`src/hw/irq_bank_regs.vh`:
```
`ifndef IRQ_BANK_REGS_VH
`define IRQ_BANK_REGS_VH

// Register offsets on the control interface
`define CLOCK_FLAGS_OFFSET      16'h0D02
`define ERROR_FLAGS_OFFSET      16'h0D03
`define COMPLETION_FLAGS_OFFSET 16'h0D04
`define MASK_BANK_OFFSET        16'h0D08
`define MASK_BANK_LAST          16'h0D0C
`define STATE_OFFSET            16'h0D0E
`define GLOBAL_MASK_OFFSET      16'h0D0F
`define PIN_FLAGS_OFFSET        16'h0D10
`define EDGE_FLAGS_OFFSET       16'h0D51
`define EDGE_MASKS_OFFSET       16'h0D53
`define PIN_CTRL_OFFSET         16'h0C0F

// Field positions
`define GLOBAL_MASK_BIT   0
`define STATE_BIT         0
`define POLARITY_BIT      10
`define STARTUP_BIT       8

// Edge selection per flag register: a one arms that edge for that bit
`define CLOCK_RISE        16'h000F
`define CLOCK_FALL        16'h000C
`define ERROR_RISE        16'hFCC0
`define ERROR_FALL        16'h0300
`define COMPLETION_RISE   16'h01C3
`define COMPLETION_FALL   16'h0003
`define EDGE_RISE         16'h0054
`define EDGE_FALL         16'h00A8
`define PIN_RISE          16'h000F
`define PIN_FALL          16'h000F

// Reset values
`define MASK_RESET        16'hFFFF
`define COMPLETION_MASK_RESET 16'hFEFF
`define EDGE_MASK_RESET   16'h00FC
`define EDGE_MASK_BITS    16'h00FC
`define GLOBAL_MASK_RESET 1'b0
`define POLARITY_RESET    1'b1

`endif

```
`src/hw/pin_sync.v`:
```
// Two-stage synchroniser for levels arriving from device pins
module pin_sync #(
  parameter WIDTH = 7
) (
  // Clock and reset
  input  wire             mclk,
  input  wire             reset,
  // Levels
  input  wire [WIDTH-1:0] async_in,
  output reg  [WIDTH-1:0] sync_out
);

  reg [WIDTH-1:0] stage1;  // Metastable stage, read only by sync_out

  // First stage feeds only the second one
  always @(posedge mclk) begin
    if (reset) begin
      stage1   <= {WIDTH{1'b0}};
      sync_out <= {WIDTH{1'b0}};
    end else begin
      stage1   <= async_in;
      sync_out <= stage1;
    end
  end

endmodule

```
`src/hw/edge_flag.v`:
```
// One sticky event flag: set on the armed edge(s), cleared by a write of one
module edge_flag #(
  parameter [0:0] RISE = 1'b1,
  parameter [0:0] FALL = 1'b0
) (
  // Clock and reset
  input  wire mclk,
  input  wire reset,
  // Event source and clear strobe
  input  wire level,
  input  wire clear,
  // Sticky flag
  output reg  flag
);

  reg  prev;  // Level seen on the previous edge
  wire hit;   // Armed edge seen this cycle

  assign hit = (RISE & level & ~prev) | (FALL & ~level & prev);

  // Set wins over a clear in the same cycle so no event is lost
  always @(posedge mclk) begin
    if (reset) begin
      prev <= 1'b0;
      flag <= 1'b0;
    end else begin
      prev <= level;
      flag <= hit | (flag & ~clear);  // RL1
    end
  end

endmodule

```
`src/hw/irq_status_mask_bank.v`:
```
`include "irq_bank_regs.vh"

// Behaviour
// RL1 - Flags sticky; write one clears; reset zero
// RL2 - Lock and clock-good flags on both edges
// RL3 - Main clock underrate flag on rising edge
// RL4 - Aux clock underrate flag on rising edge
// RL5 - Rate converter config error, bit fifteen
// RL6 - Three serial port config error flags
// RL7 - Host port error flag at bit eleven
// RL8 - Mixer sample loss flag at bit ten
// RL9 - Aux clock stop flag on enable fall
// RL10 - Main clock stop flag on enable fall
// RL11 - Two iso converter config error flags
// RL12 - Offset trim done flags on rising edge
// RL13 - Parallel mask bank; one suppresses flag
// RL14 - Startup mask resets zero, others one
// RL15 - Global output mask bit zero, reset zero
// RL16 - Separate rise and fall always-on flags
// RL17 - Always-on masks, reset one, one suppresses
// RL18 - Second output pin flags, both edges
// RL19 - Pin active low by default, polarity bit
// RL20 - Combined output state readable
// RL21 - Output asserts on any unmasked flag
// RL22 - Host reads, services, writes ones back
module irq_status_mask_bank (
  // Clock and reset
  input  wire        mclk,
  input  wire        reset,
  // Control interface register port
  input  wire [15:0] reg_addr,
  input  wire [15:0] reg_wdata,
  input  wire        reg_wr,
  input  wire        reg_rd,
  output reg  [15:0] reg_rdata,
  // Clock generator conditions
  input  wire        loop1_lock,
  input  wire        loop2_lock,
  input  wire        loop1_clock_good,
  input  wire        loop2_clock_good,
  input  wire        main_clock_underrate,
  input  wire        aux_clock_underrate,
  input  wire        main_clock_enable,
  input  wire        aux_clock_enable,
  // Configuration and datapath errors
  input  wire        async_rate_conv_cfg_error,
  input  wire        serial_port1_cfg_error,
  input  wire        serial_port2_cfg_error,
  input  wire        serial_port3_cfg_error,
  input  wire        host_port_error_event,
  input  wire        mixer_sample_loss_event,
  input  wire        iso_rate_conv1_cfg_error,
  input  wire        iso_rate_conv2_cfg_error,
  // Completion conditions
  input  wire        startup_complete_event,
  input  wire        offset_trim_dac_done,
  input  wire        offset_trim_phones_done,
  // Pin levels, asynchronous to mclk
  input  wire        mic_clamp_pin,
  input  wire        pin5_level,
  input  wire        jack_sense_pin,
  input  wire [3:0]  pin_levels,
  // Interrupt pin
  output reg         irq_pin
);

  // Flag registers, in generate order; five words live in this bank.
  // Bits with neither edge armed get no flip-flop and read zero.
  // Offsets, rise and fall arms: lowest word on the right
  localparam NREG = 5;
  localparam [NREG*16-1:0] OFF_ALL = {
    `PIN_FLAGS_OFFSET, `EDGE_FLAGS_OFFSET, `COMPLETION_FLAGS_OFFSET,
    `ERROR_FLAGS_OFFSET, `CLOCK_FLAGS_OFFSET};
  localparam [NREG*16-1:0] RISE_ALL = {
    `PIN_RISE, `EDGE_RISE, `COMPLETION_RISE, `ERROR_RISE, `CLOCK_RISE};
  localparam [NREG*16-1:0] FALL_ALL = {
    `PIN_FALL, `EDGE_FALL, `COMPLETION_FALL, `ERROR_FALL, `CLOCK_FALL};

  // Address match, shared by the clear path and the mask and control write paths
  // Full sixteen-bit compare, so nearby offsets never alias
  function addr_hit;
    input [15:0] addr;
    input [15:0] offset;
    begin
      addr_hit = (addr == offset);
    end
  endfunction

  // Mask bank window, shared by the write and read paths
  function in_mask_bank;
    input [15:0] addr;
    begin
      in_mask_bank = (addr >= `MASK_BANK_OFFSET) && (addr <= `MASK_BANK_LAST);
    end
  endfunction

  // Word index inside the mask bank; meaningless outside the window,
  // so callers always test in_mask_bank first
  function [2:0] mask_index;
    input [15:0] addr;
    reg   [15:0] delta;
    begin
      delta      = addr - `MASK_BANK_OFFSET;
      mask_index = delta[2:0];
    end
  endfunction

  // Source and flag plumbing
  wire [6:0]       pins_sync;   // Synchronised pin levels
  wire [15:0]      clock_lvl;   // Sources of the clock flags
  wire [15:0]      error_lvl;   // Sources of the error flags
  wire [15:0]      done_lvl;    // Sources of the completion flags
  wire [15:0]      edge_lvl;    // Sources of the always-on flags
  wire [15:0]      pin_lvl;     // Sources of the second output's pin flags
  wire [NREG*16-1:0] level_all; // All sources, one word per register
  wire [NREG*16-1:0] clear_all; // Write-one-to-clear strobes
  wire [NREG*16-1:0] flag_all;  // All sticky flags
  reg  [15:0]      mask_bank [0:4];  // Per-flag masks, one per status word
  reg  [15:0]      edge_mask;   // Always-on masks
  reg              global_mask; // Output gate
  reg              polarity;    // One drives the pin active low
  reg              irq_active;  // Combined output state
  wire             next_active; // Unmasked flag present
  // Flag words as the host reads them
  wire [15:0]      clock_flags; // Clock generator word
  wire [15:0]      error_flags; // Error word
  wire [15:0]      done_flags;  // Completion word
  wire [15:0]      edge_flags;  // Always-on word
  wire [15:0]      pin_flags;   // Second output's pin word
  integer          i;           // Reset loop index for the mask bank

  // Pins cross into mclk before any edge detector sees them
  // Edge history resets to zero, so a pin already high at release
  // reports one rise shortly after reset
  pin_sync #(
    .WIDTH(7)
  ) u_pin_sync (
    .mclk    (mclk),
    .reset   (reset),
    .async_in({mic_clamp_pin, pin5_level, jack_sense_pin, pin_levels}),
    .sync_out(pins_sync)
  );

  // Clock word: lock flags on both edges, underrate on rise
  assign clock_lvl = {12'h000, loop2_lock, loop1_lock,      // RL2
                      main_clock_underrate,                 // RL3
                      aux_clock_underrate};                 // RL4

  // Error word; stop flags watch the enables fall
  // Bits five to zero have no source in this word
  assign error_lvl = {async_rate_conv_cfg_error,            // RL5
                      serial_port3_cfg_error,               // RL6
                      serial_port2_cfg_error,
                      serial_port1_cfg_error,
                      host_port_error_event,                // RL7
                      mixer_sample_loss_event,              // RL8
                      aux_clock_enable,                     // RL9
                      main_clock_enable,                    // RL10
                      iso_rate_conv1_cfg_error,             // RL11
                      iso_rate_conv2_cfg_error,
                      6'h00};

  // Completion word
  // Clock-good sources share this word with the completion events
  assign done_lvl = {7'h00, startup_complete_event,
                     offset_trim_dac_done,                  // RL12
                     offset_trim_phones_done,
                     4'h0, loop2_clock_good, loop1_clock_good}; // RL2

  // Each always-on source feeds a fall flag and a rise flag
  assign edge_lvl = {8'h00, pins_sync[6], pins_sync[6],     // RL16
                     pins_sync[5], pins_sync[5],
                     pins_sync[4], pins_sync[4], 2'b00};

  // Second output's pin flags, both edges
  assign pin_lvl = {12'h000, pins_sync[3:0]};               // RL18

  // All source words, lowest register on the right
  assign level_all = {pin_lvl, edge_lvl, done_lvl, error_lvl, clock_lvl};

  // One sticky flag per armed bit; unarmed bits read zero
  // A clear strobe only reaches bits written as one
  genvar r, b;
  generate
    for (r = 0; r < NREG; r = r + 1) begin : g_reg
      for (b = 0; b < 16; b = b + 1) begin : g_bit
        assign clear_all[r*16+b] = reg_wr & reg_wdata[b] &
                                   addr_hit(reg_addr, OFF_ALL[r*16 +: 16]); // RL1
        if (RISE_ALL[r*16+b] | FALL_ALL[r*16+b]) begin : g_flag
          edge_flag #(
            .RISE(RISE_ALL[r*16+b]),
            .FALL(FALL_ALL[r*16+b])
          ) u_flag (
            .mclk (mclk),
            .reset(reset),
            .level(level_all[r*16+b]),
            .clear(clear_all[r*16+b]),
            .flag (flag_all[r*16+b])
          );
        end else begin : g_none
          assign flag_all[r*16+b] = 1'b0;
        end
      end
    end
  endgenerate

  // Slice the flag vector back into host words
  assign clock_flags = flag_all[15:0];
  assign error_flags = flag_all[31:16];
  assign done_flags  = flag_all[47:32];
  assign edge_flags  = flag_all[63:48];
  assign pin_flags   = flag_all[79:64];

  // Mask bank: five words, masks for words outside this block kept too.
  // One process owns the whole array so each word has a single driver.
  always @(posedge mclk) begin
    if (reset) begin
      for (i = 0; i < 4; i = i + 1) begin
        mask_bank[i] <= `MASK_RESET;  // RL14
      end
      // Only the startup mask comes up open
      mask_bank[4] <= `COMPLETION_MASK_RESET;  // RL14
    end else if (reg_wr && in_mask_bank(reg_addr)) begin
      mask_bank[mask_index(reg_addr)] <= reg_wdata;  // RL13
    end
  end

  // Always-on masks; only bits with a flag behind them are stored
  // Unused low bits and the upper byte read zero
  always @(posedge mclk) begin
    if (reset) begin
      edge_mask <= `EDGE_MASK_RESET;  // RL17
    end else if (reg_wr && addr_hit(reg_addr, `EDGE_MASKS_OFFSET)) begin
      edge_mask <= reg_wdata & `EDGE_MASK_BITS;  // RL17
    end
  end

  // Global mask and pin polarity
  // Polarity lives in the pin control word outside this bank;
  // each bit changes only on a write to its own offset
  always @(posedge mclk) begin
    if (reset) begin
      global_mask <= `GLOBAL_MASK_RESET;  // RL15
      polarity    <= `POLARITY_RESET;     // RL19
    end else begin
      if (reg_wr && addr_hit(reg_addr, `GLOBAL_MASK_OFFSET)) begin
        global_mask <= reg_wdata[`GLOBAL_MASK_BIT];  // RL15
      end
      if (reg_wr && addr_hit(reg_addr, `PIN_CTRL_OFFSET)) begin
        polarity <= reg_wdata[`POLARITY_BIT];  // RL19
      end
    end
  end

  // Any flag with its mask open raises the output unless gated globally
  // Pin flags belong to the second output and never reach this pin
  assign next_active = ~global_mask &                        // RL15
                       (|(clock_flags & ~mask_bank[2]) |     // RL13
                        |(error_flags & ~mask_bank[3]) |
                        |(done_flags  & ~mask_bank[4]) |
                        |(edge_flags  & ~edge_mask));        // RL17

  // Combined state is registered, then the pin one cycle later
  // The extra stage costs a cycle but keeps OR-tree glitches off the pad
  always @(posedge mclk) begin
    if (reset) begin
      irq_active <= 1'b0;
      irq_pin    <= `POLARITY_RESET;  // Idle level for active low
    end else begin
      irq_active <= next_active;            // RL21
      irq_pin    <= irq_active ^ polarity;  // RL19
    end
  end

  // Register read; unmapped addresses read zero
  // Reads are registered; data holds until the next read
  always @(posedge mclk) begin
    if (reset) begin
      reg_rdata <= 16'h0000;
    end else if (reg_rd) begin
      case (reg_addr)
        `CLOCK_FLAGS_OFFSET:      reg_rdata <= clock_flags;
        `ERROR_FLAGS_OFFSET:      reg_rdata <= error_flags;
        `COMPLETION_FLAGS_OFFSET: reg_rdata <= done_flags;
        // Combined state shows the gated output level
        `STATE_OFFSET:            reg_rdata <= {15'h0000, irq_active}; // RL20
        `GLOBAL_MASK_OFFSET:      reg_rdata <= {15'h0000, global_mask};
        `PIN_FLAGS_OFFSET:        reg_rdata <= pin_flags;
        `EDGE_FLAGS_OFFSET:       reg_rdata <= edge_flags;
        `EDGE_MASKS_OFFSET:       reg_rdata <= edge_mask;
        `PIN_CTRL_OFFSET:         reg_rdata <= {5'h00, polarity, 10'h000};
        // Mask words are decoded by window, not one label each
        default: begin
          if (in_mask_bank(reg_addr)) begin
            reg_rdata <= mask_bank[mask_index(reg_addr)];  // RL13
          end else begin
            reg_rdata <= 16'h0000;  // Unmapped and gaps read zero
          end
        end
      endcase
    end
  end

endmodule

```
`config.mk`:
```
export PLATFORM = sky130hd
export DESIGN_NAME = irq_status_mask_bank
export DESIGN_NICKNAME = d
export VERILOG_FILES = /design/src/hw/pin_sync.v /design/src/hw/edge_flag.v /design/src/hw/irq_status_mask_bank.v
export VERILOG_INCLUDE_DIRS = /design/src /design/src/hw
export SDC_FILE = /design/constraint.sdc
export NUM_CORES = 1
export LEC_CHECK = 0
export BUFFER_PORTS_ARGS = -buffer_cell sky130_fd_sc_hd__buf_2
export CAP_MARGIN = 20
export CORE_ASPECT_RATIO = 1.2
export CORE_MARGIN = 2
export CORE_UTILIZATION = 60
export DETAILED_ROUTE_END_ITERATION = 6
export PLACE_DENSITY_LB_ADDON = 0.15
export SYNTH_ARGS = -nofsm -noshare
export SYNTH_HDL_FRONTEND = slang
export SYNTH_SLANG_ARGS = --single-unit
```
`constraint.sdc`:
```
create_clock -name mclk -period 5.8 [get_ports mclk]
set_input_delay 0.58 -clock mclk [delete_from_list [all_inputs] [get_ports mclk]]
set_output_delay 0.58 -clock mclk [all_outputs]
set_load 0.01 [all_outputs]
```
==> summary.txt <==
Run status
  • Status: completed

Power and ir drop
  • Sequential power share: 49.3%
  • Psw: 0.779 mW
  • Clock share of power: 43.8%
  • P per Cell Area: 340 mW/mm^2
  • Gate power share: 6.9%
  • Pint: 2.89 mW
  • Maximum VDD drop: 0.265 mV
  • Sw Ratio: 21.3%
  • Pleak: 3.94 nW

Critical path
  • CP top delay family: simple AND/OR/NAND/NOR gates
  • Worst EP required: 5.93 ns
  • CP Capture Type: flop
  • Slowest Stage Delay on Critical Path: 0.67 ns
  • WP data arrival: 3.24 ns
  • WS Path Type: in -> reg
  • Cell Chain, Critical Path: buf_2 -> buf_4 -> inv_1 -> o2111ai_1 -> nor4_4 -> nand3b_1 -> nand2_1
  • Worst setup SP type: primary input
  • Largest fanout on the critical path: 32
  • Buffers and inverters on the worst path: 3
  • Slowest CP cell: nand2_1

Clock network
  • CTS Buf Count: 22
  • Clock sink count: 223
  • Worst-Skew Late Latency: 0.50 ns
  • PostCTS Resize Cnt: 0
  • TritonCTS clock tree: built
  • Clk slew on worst S/H paths: 0.06 ns
  • CTS root buffer: clkbuf_16
  • Post-CTS setup buffers: 0
  • Clk buf depth: 3
  • Post-CTS Hold Fix Bufs: 0
  • H-tree depth: 1

Drt
  • Routed vias/inst: 5.82
  • Avg WL per Cell: 21.2 um
  • WL final: 22800 um
  • Residual DRC: 0
  • Routed via count: 6263
  • Post-route ant nets: 0
  • DR pass1 iterations: 5
  • Starting DRT DRC Count: 684

Placement
  • Placed cell count: 1037
  • Number of port buffers: 78
  • Placed wire-length estimate: 15900 um
  • RePlAce Congestion: 0.981
  • Placed instance area: 0.00996 mm^2

Synth
  • Async SR Flop Fraction: 0%
  • Top cells by count, synth: edfxtp_1, dfxtp_1, or2_2, nand2_1, nor2b_1
  • Post-Syn Area: 0.00927 mm^2
  • Cell with the most instances after synthesis: edfxtp_1
  • Synth Register Bits: 223
  • Number of synthesized flops with an enable pin: 128
  • Post-synth top flop: edfxtp_1
  • Synth warn: 0
  • Gate Count Post-Synth: 744
  • Avg Inst Size Synth: 12.5 um^2
  • Top cells by area, synth: edfxtp_1, dfxtp_1, mux4_2, or2_2, nor2b_1
  • Area leader, netlist: edfxtp_1
  • Share of the yosys chip area belonging to registers: 62.0%
  • Synth top area share: 41.5%
  • Synth unique cells: 52

Global route
  • Grt total ovfl: 0
  • First-pass GRT wire length: 34900 um
  • Vias in the first global route: 6231
  • Largest net degree at the start of global routing: 91
  • Total track usage: 27.7%
  • Initial antenna violation count: 0

Timing
  • Hold Vio Cnt, Final: 0
  • Max Clock Skew: 0.00946 ns
  • Final critical-path share of the clock period: 53.6%
  • Endpoints failing setup: 0
  • Setup TNS: 0 ns
  • Final min period: 3.11 ns
  • Slew margin rel.: 30.1%
  • Fmax: 322 MHz
  • Slew Limit Fails: 0
  • RSZ-0062 raised after global routing: no
  • Actual slew at the worst max-slew pin: 1.04 ns

Final layout
  • # diodes: 0
  • Fill count: 1006
  • Layout cells sized above 1: 27.1%
  • Post-route cell area: 0.0108 mm^2
  • Area grow syn2layout: 16.5%
  • Final nets: 919
  • Final Non-Filler Cells: 1076

Floorplanning
  • Die ar.: 0.0165 mm^2
  • Row count: 49
  • Core footprint: 0.0150 mm^2
  • # IOs: 79
  • Die Height: 140 um
  • Initial core utilization: 61.7%
  • Die Width: 117 um

Job
  • Max-cap violations: 0

Min path
  • Worst hold-check path type: in -> reg
==> stage by stage <==
| step | setup slack, ns | power, mW | util, % | hold slack (ns) |
|---|---|---|---|---|
| after floorplan | 3.01 | 1.98 | - | 0.402 |
| after global placement | 2.36 | 2.08 | 66.3 | 0.417 |
| after detailed placement | 2.23 | 2.09 | 66.3 | 0.424 |
| after CTS | 2.72 | 3.68 | 71.8 | 0.286 |
| after global routing | 2.41 | 3.77 | 71.8 | 0.290 |
| final | 2.69 | 3.67 | 71.8 | 0.294 |
==> registers in the layout, indices dropped and copies added (netlist names) <==
register / cells
reg_rdata: 16
mask_bank: 128
g.g_bit.g_flag.u_flag.flag: 29
irq_active: 1
u_pin_sync.sync_out: 7
g.g_bit.g_flag.u_flag.prev: 26
u_pin_sync.stage1: 7
edge_mask: 6
irq_pin: 1
global_mask: 1
polarity: 1
==> final cells by class <==
| class | count | area, um^2 | area share (%) |
|---|---|---|---|
| Sequential cell | 223 | 5750 | 53.2 |
| Multi-Input combinational cell | 500 | 3430 | 31.8 |
| Tap cell | 204 | 255 | 2.37 |
| Clock inverter | 10 | 210 | 1.95 |
| Inverter | 27 | 101 | 0.939 |
| Timing Repair Buffer | 83 | 428 | 3.97 |
| Clock buffer | 29 | 619 | 5.74 |
==> power groups by stage <==
stage | logic [mW] | clock network [mW] | registers [mW]
after global placement | 0.241 | 0 | 1.84
final | 0.253 | 1.61 | 1.81
after CTS | 0.250 | 1.62 | 1.81
after global routing | 0.273 | 1.68 | 1.81
after floorplan | 0.156 | 0 | 1.82
after detailed placement | 0.247 | 0 | 1.84
==> placed cells by master, fill, tap and decap left out, drive strengths merged, types with 4 or more instances in the layout <==
cell,count
o22ai,7
a211oi,10
xnor2,9
conb,48
nand2b,26
a22oi,12
nor4,7
a31oi,4
o21ai,36
nor3,5
nor2,25
edfxtp,128
mux4,29
nor2b,46
mux2i,8
nand4,8
buf,83
or2,78
bufinv,6
inv,27
mux2,7
a311oi,4
dfxtp,95
clkbuf,29
a211o,4
nand2,53
a21oi,36
==> routing by layer <==
metal | global-route usage, % | vias to the layer above | wire, um
met3 | 4.19 | 54 | 1500
met1 | 34.9 | 3050 | 8770
met2 | 49.1 | 289 | 11800
met4 | 9.89 | 0 | 791
li1 | - | 2870 | -
met5 | 0 | - | 0
==> logic make-up (layout without fill, tap and decap cells) <==
group	after synthesis	in the layout	synth area share, %
multiplexers	44	44	8.76
AND/OR/NAND/NOR	265	265	16.4
other	1	48	0.0405
XOR/XNOR	9	9	0.851
AO/OA/AOI/OAI	134	134	9.10
flip-flops	223	223	62.0
buffers and inverters	68	149	2.86
==> path summary, 6_finish.rpt <==
check / slack [ns] / to / start / depth (start not counted)
worst max-delay path: 2.69 / mask_bank[2][12]$_SDFFCE_PN1P_ / reg_addr[2] / 7
worst min-delay path: 0.29 / u_pin_sync.stage1[3]$_SDFF_PP0_ / pin_levels[3] / 2
worst max register to register: 3.81 / reg_rdata[10]$_SDFFE_PP0P_ / mask_bank[3][10]$_SDFFCE_PN1P_ / 5
worst min register to register: 0.43 / u_pin_sync.sync_out[6]$_SDFF_PP0_ / u_pin_sync.stage1[6]$_SDFF_PP0_ / 1
(Power assumes the default switching activity.)
